File: src/mbdc_pkg.sv
`default_nettype none
package mbdc_pkg;
  // Register offsets on the serial host bus
  localparam logic [7:0] ADDR_CMD_DATA  = 8'h48;
  localparam logic [7:0] ADDR_CMD_WORD  = 8'h49;
  localparam logic [7:0] ADDR_CMD_CTRL  = 8'h4a;
  localparam logic [7:0] ADDR_CMD_LEVEL = 8'h4b;
  localparam logic [7:0] ADDR_RX_DATA   = 8'h4c;
  localparam logic [7:0] ADDR_RX_LEVEL  = 8'h4f;
  localparam logic [7:0] ADDR_FIFO_CTRL = 8'h50;
  localparam logic [7:0] ADDR_RX_TRACK  = 8'h66;
  localparam logic [7:0] ADDR_MODE      = 8'h6b;
  localparam logic [7:0] ADDR_STATUS    = 8'h7e;

  // Field positions
  localparam int FLUSH_CMD_BIT    = 7;
  localparam int FLUSH_RX_BIT     = 15;
  localparam int MODE_LSB         = 0;
  localparam int TRACK_DC_LSB     = 0;
  localparam int TRACK_TIMING_LSB = 4;
  localparam int STAT_UNDERRUN    = 2;
  localparam int STAT_OVERFLOW    = 3;
  localparam int STAT_SYNC        = 4;
  localparam int STAT_CMD_DONE    = 8;
  localparam int STAT_TAIL_SENT   = 9;

  // Encodings
  localparam logic [1:0] MODE_IDLE  = 2'h0;
  localparam logic [1:0] MODE_RX    = 2'h1;
  localparam logic [1:0] MODE_TX    = 2'h2;
  localparam logic [1:0] TRACK_AUTO = 2'h3;
  localparam logic [3:0] OP_BLOCK   = 4'h1;
  localparam logic [3:0] OP_END     = 4'hf;

  // Reset values and fixed counts
  localparam logic [4:0]  BLOCK_RST   = 5'h08;
  localparam logic [15:0] STATUS_RST  = 16'h0000;
  localparam logic [7:0]  FILL_BYTE   = 8'h00;
  localparam logic [3:0]  SYNC_BYTES  = 4'h2;

  typedef enum logic [6:0] {
    ST_IDLE   = 7'b0000001,
    ST_PRE    = 7'b0000010,
    ST_SYNC   = 7'b0000100,
    ST_DATA   = 7'b0001000,
    ST_TAIL   = 7'b0010000,
    ST_SEARCH = 7'b0100000,
    ST_RECV   = 7'b1000000
  } mbdc_state_t;
endpackage : mbdc_pkg
`default_nettype wire

File: src/mbdc_bus_if.sv
`timescale 1ns/1ps
`default_nettype none
interface mbdc_bus_if;
  logic        wr_stb;
  logic        rd_stb;
  logic [7:0]  addr;
  logic [15:0] wdata;
  logic [15:0] rdata;
  modport slave (output wr_stb, output rd_stb, output addr, output wdata,
                 input rdata);
  modport core  (input wr_stb, input rd_stb, input addr, input wdata,
                 output rdata);
endinterface : mbdc_bus_if
`default_nettype wire

File: src/mbdc_fifo.sv
`timescale 1ns/1ps
`default_nettype none
module mbdc_fifo #(
  parameter int W     = 8,
  parameter int DEPTH = 16,
  parameter int LW    = $clog2(DEPTH) + 1
) (
  input  wire logic          clk_in,
  input  wire logic          rst_in,
  input  wire logic          flush_in,
  input  wire logic          push_in,
  input  wire logic [W-1:0]  wdata_in,
  input  wire logic          pop_in,
  output logic      [W-1:0]  rdata_out,
  output logic               full_out,
  output logic               empty_out,
  output logic      [LW-1:0] level_out
);
  localparam int AW = $clog2(DEPTH);
  logic [W-1:0]  mem [DEPTH];
  logic [AW-1:0] wp_q;
  logic [AW-1:0] rp_q;
  logic [LW-1:0] lvl_q;
  logic          do_push;
  logic          do_pop;

  assign full_out  = (lvl_q == LW'(DEPTH));
  assign empty_out = (lvl_q == '0);
  assign level_out = lvl_q;
  assign rdata_out = mem[rp_q];
  assign do_push   = push_in && !full_out;
  assign do_pop    = pop_in && !empty_out;

  always_ff @(posedge clk_in) begin
    if (do_push) begin
      mem[wp_q] <= wdata_in;
    end
  end

  // Flush beats a coincident push or pop
  always_ff @(posedge clk_in) begin
    if (rst_in || flush_in) begin
      wp_q  <= '0;
      rp_q  <= '0;
      lvl_q <= '0;
    end else begin
      if (do_push) begin
        wp_q <= (wp_q == AW'(DEPTH - 1)) ? '0 : wp_q + 1'b1;
      end
      if (do_pop) begin
        rp_q <= (rp_q == AW'(DEPTH - 1)) ? '0 : rp_q + 1'b1;
      end
      lvl_q <= lvl_q + LW'(do_push) - LW'(do_pop);
    end
  end
endmodule : mbdc_fifo
`default_nettype wire

File: src/mbdc_spi_slave.sv
`timescale 1ns/1ps
`default_nettype none
module mbdc_spi_slave (
  input  wire logic  clk_in,
  input  wire logic  rst_in,
  input  wire logic  sclk_in,
  input  wire logic  cs_n_in,
  input  wire logic  cdata_in,
  output logic       rdata_out,
  mbdc_bus_if.slave  bus
);
  logic [2:0]  sclk_q;
  logic [1:0]  cs_q;
  logic [1:0]  cd_q;
  logic [4:0]  bits_q;
  logic [22:0] shin_q;
  logic [15:0] shout_q;
  logic        reading_q;
  logic        rise;
  logic        fall;
  logic [7:0]  addr_now;
  logic        is_read;

  // Bit 0 of each chain is the metastable stage, read only by bit 1
  always_ff @(posedge clk_in) begin
    if (rst_in) begin
      sclk_q <= 3'h0;
      cs_q   <= 2'h3;
      cd_q   <= 2'h0;
    end else begin
      sclk_q <= {sclk_q[1:0], sclk_in};
      cs_q   <= {cs_q[0], cs_n_in};
      cd_q   <= {cd_q[0], cdata_in};
    end
  end

  assign rise     = sclk_q[1] && !sclk_q[2] && !cs_q[1];
  assign fall     = !sclk_q[1] && sclk_q[2] && !cs_q[1];
  assign addr_now = {shin_q[6:0], cd_q[1]};
  assign is_read  = (addr_now == mbdc_pkg::ADDR_STATUS)
                 || (addr_now == mbdc_pkg::ADDR_RX_DATA)
                 || (addr_now == mbdc_pkg::ADDR_RX_LEVEL)
                 || (addr_now == mbdc_pkg::ADDR_CMD_LEVEL);

  always_ff @(posedge clk_in) begin
    if (rst_in) begin
      bits_q     <= 5'h00;
      shin_q     <= '0;
      reading_q  <= 1'b0;
      bus.wr_stb <= 1'b0;
      bus.rd_stb <= 1'b0;
      bus.addr   <= 8'h00;
      bus.wdata  <= 16'h0000;
    end else begin
      bus.wr_stb <= 1'b0;
      bus.rd_stb <= 1'b0;
      if (cs_q[1]) begin
        bits_q    <= 5'h00;
        reading_q <= 1'b0;
      end else if (rise) begin
        shin_q <= {shin_q[21:0], cd_q[1]};
        bits_q <= bits_q + 5'h01;
        if (bits_q == 5'h07) begin
          bus.addr   <= addr_now;
          reading_q  <= is_read;
          bus.rd_stb <= is_read;
        end
        if (bits_q == 5'h17 && !reading_q) begin
          bus.wdata  <= {shin_q[14:0], cd_q[1]};
          bus.wr_stb <= 1'b1;
        end
      end
    end
  end

  // Read word is latched in the strobe cycle, before the core pops
  always_ff @(posedge clk_in) begin
    if (rst_in) begin
      shout_q <= 16'h0000;
    end else if (bus.rd_stb) begin
      shout_q <= bus.rdata;
    end else if (fall && reading_q && bits_q >= 5'h09) begin
      shout_q <= {shout_q[14:0], 1'b0};
    end
  end

  assign rdata_out = shout_q[15];
endmodule : mbdc_spi_slave
`default_nettype wire

File: src/mbdc_top.sv
// What this block does
// - Writing 0x0080 to FIFO control discards old command FIFO contents.
// - Control byte 0x18 sets eight-byte transmit blocks; then more is asked.
// - Mode 0x0042 starts transmit: preamble, frame sync, then queued data.
// - Status bit 8 sets when a transmit block has left the FIFO.
// - Command word 0xF000 ends the burst with tail bits, not an error.
// - Status bit 9 sets only after data and tail bits are modulated.
// - After tail sent, a mode write changes mode or starts a new burst.
// - Writing 0x8000 to FIFO control flushes the receive FIFO.
// - Command word 0x1400 delivers receive data in repeating four-byte blocks.
// - Writing 0x0033 to tracking enables auto dc offset and timing tracking.
// - Mode 0x0401 starts sync search; data flows only after sync.
// - In receive, status bit 8 sets when four bytes are readable.
// - A mode write during receive stops it or restarts the sync search.
// - Reading status clears all its flags after the address phase.
`timescale 1ns/1ps
`default_nettype none
module mbdc_top #(
  parameter int         CMD_DEPTH  = 16,
  parameter int         RX_DEPTH   = 16,
  parameter int         PRE_BYTES  = 4,
  parameter int         TAIL_BYTES = 1,
  parameter logic [7:0]  PRE_BYTE  = 8'h55,
  parameter logic [7:0]  TAIL_BYTE = 8'h00,
  // Arbitrary sync pattern value
  parameter logic [15:0] SYNC_WORD = 16'h3c5a
) (
  input  wire logic       CLK_IN,
  input  wire logic       RST_IN,
  input  wire logic       SCLK_IN,
  input  wire logic       CS_N_IN,
  input  wire logic       CDATA_IN,
  output logic            RDATA_OUT,
  input  wire logic       TX_REQ_IN,
  output logic [7:0]      TX_BYTE_OUT,
  output logic            TX_VALID_OUT,
  input  wire logic       RX_SYNC_IN,
  input  wire logic [7:0] RX_BYTE_IN,
  input  wire logic       RX_VALID_IN,
  output logic            TRACK_DC_AUTO_OUT,
  output logic            TRACK_TIMING_AUTO_OUT
);
  localparam int CLW = $clog2(CMD_DEPTH) + 1;
  localparam int RLW = $clog2(RX_DEPTH) + 1;
  localparam logic [7:0] FILL_BYTE_C = mbdc_pkg::FILL_BYTE;

  mbdc_bus_if bus ();

  mbdc_pkg::mbdc_state_t state_q;
  logic [3:0]     cnt_q;
  logic [4:0]     blk_size_q;
  logic [4:0]     blk_cnt_q;
  logic [15:0]    status_q;
  logic           pend_q;
  logic [15:0]    stat_set;
  logic [8:0]     cmd_head;
  logic [8:0]     cmd_wdata;
  logic           cmd_push;
  logic           cmd_pop;
  logic           cmd_empty;
  logic           cmd_full;
  logic [CLW-1:0] cmd_level;
  logic [7:0]     rx_head;
  logic           rx_push;
  logic           rx_pop;
  logic           rx_empty;
  logic           rx_full;
  logic [RLW-1:0] rx_level;
  logic           wr;
  logic           mode_wr;
  logic           mode_take;
  logic [1:0]     new_mode;
  logic           tx_busy;
  logic           rx_on;
  logic           head_ctrl;
  logic [3:0]     head_op;
  logic           ctrl_pop;
  logic           data_pop;
  logic           req_any;
  logic           emit;
  logic [7:0]     emit_byte;
  logic           underrun;
  logic           tail_done;
  logic           served;
  logic           rx_take;
  logic           byte_evt;
  logic           blk_last;
  logic           stat_rd;

  mbdc_spi_slave u_slave (
    .clk_in    (CLK_IN),
    .rst_in    (RST_IN),
    .sclk_in   (SCLK_IN),
    .cs_n_in   (CS_N_IN),
    .cdata_in  (CDATA_IN),
    .rdata_out (RDATA_OUT),
    .bus       (bus.slave)
  );

  assign wr        = bus.wr_stb;
  assign mode_wr   = wr && bus.addr == mbdc_pkg::ADDR_MODE;
  assign new_mode  = bus.wdata[mbdc_pkg::MODE_LSB +: 2];
  assign tx_busy   = state_q inside {mbdc_pkg::ST_PRE, mbdc_pkg::ST_SYNC,
                                     mbdc_pkg::ST_DATA, mbdc_pkg::ST_TAIL};
  assign rx_on     = state_q inside {mbdc_pkg::ST_SEARCH, mbdc_pkg::ST_RECV};
  // Start of a new burst is dropped while the current one is still running
  assign mode_take = mode_wr && !(new_mode == mbdc_pkg::MODE_TX && tx_busy);

  // Command FIFO entries carry a control flag above the byte
  always_comb begin
    cmd_push  = 1'b0;
    cmd_wdata = {1'b0, bus.wdata[7:0]};
    if (wr) begin
      case (bus.addr)
        mbdc_pkg::ADDR_CMD_DATA: cmd_push = 1'b1;
        mbdc_pkg::ADDR_CMD_CTRL: begin
          cmd_push  = 1'b1;
          cmd_wdata = {1'b1, bus.wdata[7:0]};
        end
        mbdc_pkg::ADDR_CMD_WORD: begin
          cmd_push  = 1'b1;
          cmd_wdata = {1'b1, bus.wdata[15:8]};
        end
        default: cmd_push = 1'b0;
      endcase
    end
  end

  mbdc_fifo #(.W(9), .DEPTH(CMD_DEPTH)) u_cmd_fifo (
    .clk_in    (CLK_IN),
    .rst_in    (RST_IN),
    .flush_in  (wr && bus.addr == mbdc_pkg::ADDR_FIFO_CTRL
                && bus.wdata[mbdc_pkg::FLUSH_CMD_BIT]),
    .push_in   (cmd_push),
    .wdata_in  (cmd_wdata),
    .pop_in    (cmd_pop),
    .rdata_out (cmd_head),
    .full_out  (cmd_full),
    .empty_out (cmd_empty),
    .level_out (cmd_level)
  );

  mbdc_fifo #(.W(8), .DEPTH(RX_DEPTH)) u_rx_fifo (
    .clk_in    (CLK_IN),
    .rst_in    (RST_IN),
    .flush_in  (wr && bus.addr == mbdc_pkg::ADDR_FIFO_CTRL
                && bus.wdata[mbdc_pkg::FLUSH_RX_BIT]),
    .push_in   (rx_push),
    .wdata_in  (RX_BYTE_IN),
    .pop_in    (rx_pop),
    .rdata_out (rx_head),
    .full_out  (rx_full),
    .empty_out (rx_empty),
    .level_out (rx_level)
  );

  assign head_ctrl = cmd_head[8];
  assign head_op   = cmd_head[7:4];
  // End command waits in the queue until the data ahead of it is sent
  assign ctrl_pop  = !cmd_empty && head_ctrl
                  && ((tx_busy && state_q != mbdc_pkg::ST_TAIL
                       && head_op != mbdc_pkg::OP_END)
                   || (state_q == mbdc_pkg::ST_DATA)
                   || rx_on);
  assign req_any   = TX_REQ_IN || pend_q;
  assign data_pop  = state_q == mbdc_pkg::ST_DATA && req_any
                  && !cmd_empty && !head_ctrl;
  assign cmd_pop   = ctrl_pop || data_pop;

  // Byte handed to the modulator for each request
  always_comb begin
    emit      = 1'b0;
    emit_byte = FILL_BYTE_C;
    underrun  = 1'b0;
    tail_done = 1'b0;
    if (req_any) begin
      case (state_q)
        mbdc_pkg::ST_PRE: begin
          emit      = 1'b1;
          emit_byte = PRE_BYTE;
        end
        mbdc_pkg::ST_SYNC: begin
          emit      = 1'b1;
          emit_byte = (cnt_q == 4'h0) ? SYNC_WORD[15:8] : SYNC_WORD[7:0];
        end
        mbdc_pkg::ST_DATA: begin
          if (cmd_empty) begin
            emit     = 1'b1;
            underrun = 1'b1;
          end else if (!head_ctrl) begin
            emit      = 1'b1;
            emit_byte = cmd_head[7:0];
          end
        end
        mbdc_pkg::ST_TAIL: begin
          if (cnt_q < 4'(TAIL_BYTES)) begin
            emit      = 1'b1;
            emit_byte = TAIL_BYTE;
          end else begin
            tail_done = 1'b1;
          end
        end
        default: emit = 1'b0;
      endcase
    end
    served = emit || tail_done;
  end

  always_ff @(posedge CLK_IN) begin
    if (RST_IN) begin
      pend_q <= 1'b0;
    end else begin
      pend_q <= req_any && !served && tx_busy && !mode_take;
    end
  end

  always_ff @(posedge CLK_IN) begin
    if (RST_IN) begin
      TX_BYTE_OUT  <= 8'h00;
      TX_VALID_OUT <= 1'b0;
    end else begin
      TX_VALID_OUT <= emit && !mode_take;
      if (emit) begin
        TX_BYTE_OUT <= emit_byte;
      end
    end
  end

  always_ff @(posedge CLK_IN) begin
    if (RST_IN) begin
      state_q <= mbdc_pkg::ST_IDLE;
      cnt_q   <= 4'h0;
    end else if (mode_take) begin
      cnt_q <= 4'h0;
      case (new_mode)
        mbdc_pkg::MODE_TX: state_q <= mbdc_pkg::ST_PRE;
        mbdc_pkg::MODE_RX: state_q <= mbdc_pkg::ST_SEARCH;
        default:           state_q <= mbdc_pkg::ST_IDLE;
      endcase
    end else begin
      case (state_q)
        mbdc_pkg::ST_PRE: begin
          if (served) begin
            if (cnt_q == 4'(PRE_BYTES - 1)) begin
              state_q <= mbdc_pkg::ST_SYNC;
              cnt_q   <= 4'h0;
            end else begin
              cnt_q <= cnt_q + 4'h1;
            end
          end
        end
        mbdc_pkg::ST_SYNC: begin
          if (served) begin
            if (cnt_q == mbdc_pkg::SYNC_BYTES - 4'h1) begin
              state_q <= mbdc_pkg::ST_DATA;
              cnt_q   <= 4'h0;
            end else begin
              cnt_q <= cnt_q + 4'h1;
            end
          end
        end
        mbdc_pkg::ST_DATA: begin
          if (ctrl_pop && head_op == mbdc_pkg::OP_END) begin
            state_q <= mbdc_pkg::ST_TAIL;
          end
        end
        mbdc_pkg::ST_TAIL: begin
          if (tail_done) begin
            state_q <= mbdc_pkg::ST_IDLE;
          end else if (served) begin
            cnt_q <= cnt_q + 4'h1;
          end
        end
        mbdc_pkg::ST_SEARCH: begin
          if (RX_SYNC_IN) begin
            state_q <= mbdc_pkg::ST_RECV;
          end
        end
        default: cnt_q <= cnt_q;
      endcase
    end
  end

  // Receive bytes are taken only once sync has been found
  assign rx_take  = state_q == mbdc_pkg::ST_RECV && RX_VALID_IN;
  assign rx_push  = rx_take && !rx_full;
  assign byte_evt = data_pop || rx_take;
  assign blk_last = blk_cnt_q + 5'h01 == blk_size_q;

  // Block size: count 0 stands for sixteen bytes
  always_ff @(posedge CLK_IN) begin
    if (RST_IN) begin
      blk_size_q <= mbdc_pkg::BLOCK_RST;
      blk_cnt_q  <= 5'h00;
    end else if (mode_take) begin
      blk_cnt_q <= 5'h00;
    end else if (ctrl_pop && head_op == mbdc_pkg::OP_BLOCK) begin
      blk_size_q <= {cmd_head[3:0] == 4'h0, cmd_head[3:0]};
      blk_cnt_q  <= 5'h00;
    end else if (byte_evt) begin
      blk_cnt_q <= blk_last ? 5'h00 : blk_cnt_q + 5'h01;
    end
  end

  always_comb begin
    stat_set = 16'h0000;
    stat_set[mbdc_pkg::STAT_CMD_DONE]  = byte_evt && blk_last;
    stat_set[mbdc_pkg::STAT_TAIL_SENT] = tail_done && !mode_take;
    stat_set[mbdc_pkg::STAT_UNDERRUN]  = underrun && !mode_take;
    stat_set[mbdc_pkg::STAT_OVERFLOW]  = rx_take && rx_full;
    stat_set[mbdc_pkg::STAT_SYNC]      = state_q == mbdc_pkg::ST_SEARCH
                                      && RX_SYNC_IN && !mode_take;
  end

  // A new event in the clearing cycle survives the clear
  assign stat_rd = bus.rd_stb && bus.addr == mbdc_pkg::ADDR_STATUS;
  always_ff @(posedge CLK_IN) begin
    if (RST_IN) begin
      status_q <= mbdc_pkg::STATUS_RST;
    end else begin
      status_q <= (stat_rd ? 16'h0000 : status_q) | stat_set;
    end
  end

  always_ff @(posedge CLK_IN) begin
    if (RST_IN) begin
      TRACK_DC_AUTO_OUT     <= 1'b0;
      TRACK_TIMING_AUTO_OUT <= 1'b0;
    end else if (wr && bus.addr == mbdc_pkg::ADDR_RX_TRACK) begin
      TRACK_DC_AUTO_OUT     <= bus.wdata[mbdc_pkg::TRACK_DC_LSB +: 2]
                               == mbdc_pkg::TRACK_AUTO;
      TRACK_TIMING_AUTO_OUT <= bus.wdata[mbdc_pkg::TRACK_TIMING_LSB +: 2]
                               == mbdc_pkg::TRACK_AUTO;
    end
  end

  // Each read of the data location hands out one byte
  assign rx_pop = bus.rd_stb && bus.addr == mbdc_pkg::ADDR_RX_DATA;
  always_comb begin
    case (bus.addr)
      mbdc_pkg::ADDR_STATUS:    bus.rdata = status_q;
      mbdc_pkg::ADDR_RX_DATA:   bus.rdata = {8'h00, rx_head};
      mbdc_pkg::ADDR_RX_LEVEL:  bus.rdata = 16'(rx_level);
      mbdc_pkg::ADDR_CMD_LEVEL: bus.rdata = 16'(cmd_level);
      default:                  bus.rdata = 16'h0000;
    endcase
  end
endmodule : mbdc_top
`default_nettype wire

File: config.mk
export PLATFORM = sky130hd
export DESIGN_NAME = mbdc_top
export DESIGN_NICKNAME = d
export VERILOG_FILES = /design/src/mbdc_pkg.sv /design/src/mbdc_bus_if.sv /design/src/mbdc_fifo.sv /design/src/mbdc_spi_slave.sv /design/src/mbdc_top.sv
export SDC_FILE = /design/constraint.sdc
export NUM_CORES = 1
export LEC_CHECK = 0
export BUFFER_PORTS_ARGS = -buffer_cell sky130_fd_sc_hd__buf_2
export CORE_UTILIZATION = 63
export CTS_CLUSTER_DIAMETER = 100
export DETAILED_ROUTE_END_ITERATION = 16
export GPL_TIMING_DRIVEN = 0
export PLACE_DENSITY = 0.81
export SLEW_MARGIN = 40
export SYNTH_ARGS = -nofsm -noshare
export SYNTH_HDL_FRONTEND = slang
export SYNTH_SLANG_ARGS = --single-unit
File: constraint.sdc
create_clock -name CLK_IN -period 4.4 [get_ports CLK_IN]
set_input_delay 0.22 -clock CLK_IN [delete_from_list [all_inputs] [get_ports CLK_IN]]
set_output_delay 0.22 -clock CLK_IN [all_outputs]
set_load 0.03 [all_outputs]
Word-level counts from Yosys, hierarchy flattened:

Memories as Yosys holds them, arrays and structs flattened. A register that Yosys moved wholly into a read port is not among the register bits.
Cells that the tools add are included.
Widths: inputs -> output; s select.

* register bits: 145
* bits in latches: 0
* RAM bits: 272
* bits in read-only memories: 0
* input bits: 16
* output and inout bits: 12
* word-level logic and storage cells: 239
* memories kept: 2

* $add $sub $neg: 11
* multiply operators: 0
* divide/modulo/power cells: 0
* $lt $le $gt $ge: 2
* eq/ne operators: 50
* shifts and indexed selects: 0
* mux-type cells: 55
* bitwise gates (word level): 5
* reductions and logical operators: 87

Memories
* u_cmd_fifo.mem: words 16, width 9, rd ports 1, clocked after Yosys merged registers in 1, write ports 1, RTL line mbdc_fifo.sv:20 `logic [W-1:0] mem [DEPTH];`
* u_rx_fifo.mem: words 16, width 8, rd ports 1, clocked after Yosys merged registers in 1, write ports 1, RTL line mbdc_fifo.sv:20

Operators by type and width (number)
* $eq 8x7->1 const B: 14
* $pmux 16 s4: 1
* $mux 7: 9
* $mux 4: 14
* $mux 16: 3
* $logic_and 1x1->1: 41
* $pmux 7 s5: 1
* $mux 8: 3
* $pmux 8 s3: 1
* $add 4x1->4 const B: 5
* $eq 4x4->1 const B: 5
* $pmux 9 s2: 1
* $mux 1: 17
* $or 16x10->16: 1
* $eq 5x5->1 const B: 3
* $logic_not 1->1: 12
* $ne 3x3->1 const B: 4
* $pmux 4 s3: 1
* $pmux 6 s2: 1
* $logic_or 1x1->1: 11
* $add 5x1->5: 2
* $add 5x1->5 const B: 2
* $logic_not 5->1: 2
* $sub 5x1->5: 2
* 34 further kinds: 54

Depth between registers and ports, before layout:

* word-level depth: 11
* mapped depth: 17
* mapped depth without buffers: 15

Modules after synthesis:

A second synthesis with hierarchy kept.

* cells, all modules: 1252
* area, all modules: 17732.0 um2

Modules (own cells, without submodules)
* mbdc_fifo (u_cmd_fifo): instances 1, cells an instance 331, area an instance 6449.9 um2
* mbdc_fifo (u_rx_fifo): instances 1, cells an instance 307, area an instance 5820.6 um2
* mbdc_spi_slave: instances 1, cells an instance 290, area an instance 2802.7 um2
* mbdc_top: instances 1, cells an instance 324, area an instance 2658.8 um2

Least setup slack after synthesis:

Ideal clock, no wire load.

* path kind: reg2reg
* start: register (tool-made name)
* end: register u_cmd_fifo.lvl_q[4], in the netlist u_cmd_fifo.level_out[4]
* setup time: 70 ps
* arrival: 3329 ps
* data required time: 4330 ps
* slack: 1001 ps
* stages on the path, launching flop included: 16
* path through: dfxtp_1 -> buf_6 -> mux4_1 -> mux2i_1 -> mux2i_1 -> nor3_2 -> a2bb2oi_1 -> nand2_1 -> ha_1 -> inv_1 -> ha_1 -> fa_1 -> a21oi_1 -> nor2_1 -> or3_1 -> a21oi_1

RTL lines
* to (signal assigned): RTL line mbdc_fifo.sv:53 `lvl_q <= lvl_q + LW'(do_push) - LW'(do_pop);`
* to (decl): RTL line mbdc_fifo.sv:23 `logic [LW-1:0] lvl_q;`

==> summary.md <==
| Metric | Value |
|---|---|
| Seq/Total Area, Yosys | `0.636` |
| Highest ir drop seen on vdd | `0.296 mV` |
| Clock-pin slew on the worst setup and hold paths | `0.07 ns` |
| Worst path buffer plus inverter count | `2` |
| Syn nets | `1,292` |
| Drt pass-1 iters | `6` |
| CTS sink count | `414` |
| CP startpoint kind | `flip-flop` |
| Worst Path Max Fanout | `8` |
| Ys Warns | `0` |
| Starting density of the core | `0.643` |
| Final Max Tran Viols | `0` |
| Area Overhead vs Synth | `12.4%` |
| Net Switching | `1.53 mW` |
| Slew Limit Headroom | `0.414` |
| CP Cell Sequence | `buf_6, mux4_1, mux2i_1, mux2i_1, nand2_1, a2bb2oi_1, nand2_1, ha_1, inv_1, ha_1, fa_1, a21oi_1, nor2_1, or3_1, a21oi_1` |
| Multi-input gate area | `0.00600 mm^2` |
| Antenna-violating nets left | `0` |
| Int Pwr | `6.33 mW` |
| WHS | `0.0644 ns` |
| GR Util All Layers | `0.290` |
| Total wire length | `40.2 mm` |
| Post-synthesis cell area | `0.0173 mm^2` |
| Via count | `10,900` |
| CP Data Arrival Time | `4.65 ns` |
| Die Y | `168 um` |
| Seq pwr share | `0.524` |
| Fin crit share | `0.952` |
| CTS H-Tree Depth | `2` |
| Clock power frac | `0.466` |
| Max incr delay on CP | `0.57 ns` |
| Drt drc | `0` |
| Diode count | `0` |
| Vias in the first global route | `10,900` |
| Placed instance count | `1,616` |
| Final Hold Vio Count | `0` |
| Worst skew pair latency | `0.53 ns` |
| Nets | `1,373` |
| Slowest cell on the critical path | `mux4_1` |
| Total gr overflow | `0` |
| Initial antenna violation count | `0` |
| Layout cell share with drive strength beyond 1 | `0.166` |
| Worst slew pin tran | `0.879 ns` |
| CTS tree | `yes` |
| Post-synth ARST share | `0` |
| Flop-to-flop setup slack | `0.21 ns` |
| Hold Crit Class | `in -> reg` |
| Critical Path End Type | `flip-flop` |
| CP delay by family, top | `multiplexers` |
| Util after Layout | `0.723` |
| CTS Buf Count | `42` |
| Synth Flop Type | `edfxtp_1` |
| F_max | `239 MHz` |
| Die width | `168 um` |
| Post-synthesis cell type count | `78` |
| 1st-iter DRT viols | `1,364` |
| PortBufs | `27` |
| Final setup fails | `0` |
| First-pass GRT wire length | `61.2 mm` |
| P per Cell Area | `403 mW/mm^2` |
| FF/Latch Area | `0.0110 mm^2` |
| Mapped Cells | `1,241` |
| Critical Path RT | `4.86 ns` |
| Max-cap violations | `0` |
| Clock root buffer | `clkbuf_16` |
| Post-layout min period | `4.19 ns` |
| DR vias/cell | `6.45` |
| HPWL Detailed | `25.5 mm` |
| Final Skew | `0.0151 ns` |
| Core Footprint | `0.0270 mm^2` |
| #FFs+latches synth | `414` |
| Crit path kind | `reg -> reg` |
| Fill count | `1,623` |
| Final std cells w/o fill | `1,696` |
| Largest net degree at the start of global routing | `17` |
| Status | `finished, final reports clean` |
| Wirelength per Cell | `23.7 um` |
| Final Power | `7.86 mW` |
| Die area | `0.0282 mm^2` |
| RD Place Congestion | `0.900` |
| Pleak | `6.62 nW` |
| RSZ-0062 raised after global routing | `false` |
| Post-Route Setup TNS | `0 ns` |
| Logic pwr share | `0.010` |
| EDFF count, synth | `272` |
| Syn_area_per_cell | `14.0 um^2` |
| CTS max path bufs | `3` |
| Io pins | `28` |
| Sw frac | `0.194` |
| # rows | `60` |
[flip-flops by register name, indices dropped and copies added (netlist names), 7 cells and up, named ones only]
register / flops
u_rx_fifo.mem: 128
u_cmd_fifo.mem: 144
u_slave.shout_q: 16
u_slave.bus.wdata: 16
state_q: 7
TX_BYTE_OUT: 8
u_slave.shin_q: 15
u_slave.bus.addr: 8
[cell usage in the layout (no fill, tap or decap), drive strengths merged, types with 13 or more instances in the layout]
cell	count
mux4	69
nor3	26
dfxtp	142
nor2b	13
edfxtp	272
and2	15
xnor2	13
a21oi	75
o21ai	22
buf	55
mux2i	52
clkinv	19
nand2	111
xor2	16
clkbuf	87
nor2	115
ha	33
inv	33
[power groups by stage]
stage	combinational (mW)	clock, mW	sequential (mW)
2_1_floorplan	0.0353	0	4.20
3_3_place_gp	0.0704	0	4.20
3_5_place_dp	0.0734	0	4.21
4_1_cts	0.0762	3.67	4.12
5_1_grt	0.0826	3.83	4.12
6_report	0.0770	3.66	4.12
[layer usage]
metal,global-route usage,wire length (um),up-vias,share of wire
met3,0.0552,3420,109,0.085
met1,0.389,16100,5427,0.40
li1,-,-,4834,-
met5,0,0,-,0
met2,0.468,19100,572,0.47
met4,0.128,1550,0,0.039
[worst register-to-register path, stage by stage (launching register included)]
cell       delay, ns
dfxtp_1         0.34
buf_6           0.17
mux4_1          0.58
mux2i_1         0.39
mux2i_1         0.24
nand2_1         0.19
a2bb2oi_1       0.37
nand2_1         0.12
ha_1            0.28
inv_1           0.04
ha_1            0.22
fa_1            0.43
a21oi_1         0.18
nor2_1          0.08
or3_1           0.35
a21oi_1         0.15
[through the flow]
| step | setup WS, ns | area [um^2] |
|---|---|---|
| floorplan | 1.00 | 17300 |
| global placement | 0.377 | 17900 |
| detailed placement | 0.214 | 18000 |
| CTS | 0.123 | 19500 |
| global route | 0.0523 | 19500 |
| finish | 0.211 | 19500 |
[worst paths after layout]
check,end,cells after the start,from
setup / recovery,u_cmd_fifo.level_out[4]$_SDFF_PP0_,15,flip-flop
hold / removal,u_rx_fifo.mem[3][0]$_DFFE_PP_,1,RX_BYTE_IN[0]
setup reg to reg,u_cmd_fifo.level_out[4]$_SDFF_PP0_,15,flip-flop
hold reg to reg,u_slave.cs_q[1]$_SDFF_PP1_,1,u_slave.cs_q[0]$_SDFF_PP1_
[synthesized netlist by cell type, types with 7 or more instances]
library cell,n,area [um^2]
mux4_2,53,1190
mux2i_1,52,521
nor3_1,24,120
ha_1,33,413
buf_2,9,45.0
a31oi_1,10,62.6
and3_1,7,43.8
and2_1,15,93.8
buf_1,7,26.3
o2bb2ai_1,7,61.3
nand2_1,111,417
a21oi_1,75,375
nand2b_1,9,56.3
nor2_1,115,432
clkbuf_1,36,135
a221oi_1,7,61.3
mux4_1,16,420
nor2b_1,13,81.3
a22oi_1,10,75.1
nand4_1,8,50.1
inv_1,31,116
nand3_1,11,55.1
dfxtp_1,142,2840
mux2_2,11,124
edfxtp_1,272,8170
o21ai_0,18,90.1
xnor2_1,13,114
xor2_1,16,140
[cell type report]
class / count / area share
flip-flops and latches: 414 / 0.565
multi-input cells: 736 / 0.308
clock buffers: 49 / 0.0564
well taps: 341 / 0.0219
clock inverters: 28 / 0.0159
plain buffers: 59 / 0.0152
repair buffers: 37 / 0.0109
inverters: 32 / 0.00617
[kinds of logic (layout without fill, tap and decap cells)]
kind of cell | count (synthesis) | count (layout) | synth area share
AND/OR/NAND/NOR | 366 | 366 | 0.102
adder cells (fa/ha/maj) | 35 | 35 | 0.0261
flip-flops | 414 | 414 | 0.636
XOR/XNOR | 29 | 29 | 0.0147
buffers and inverters | 91 | 205 | 0.0240
AO/OA/AOI/OAI | 173 | 173 | 0.0662
multiplexers | 133 | 133 | 0.131
[repair_timing]
action | 4_1_cts | 5_1_grt
hold buffers | 3 | 0
gates resized for setup | 0 | 3
endpoints found under the hold margin | 3 | 0
buffers inserted | 0 | 0
endpoints found under the setup margin | 0 | 1
(Power assumes the default switching activity.)
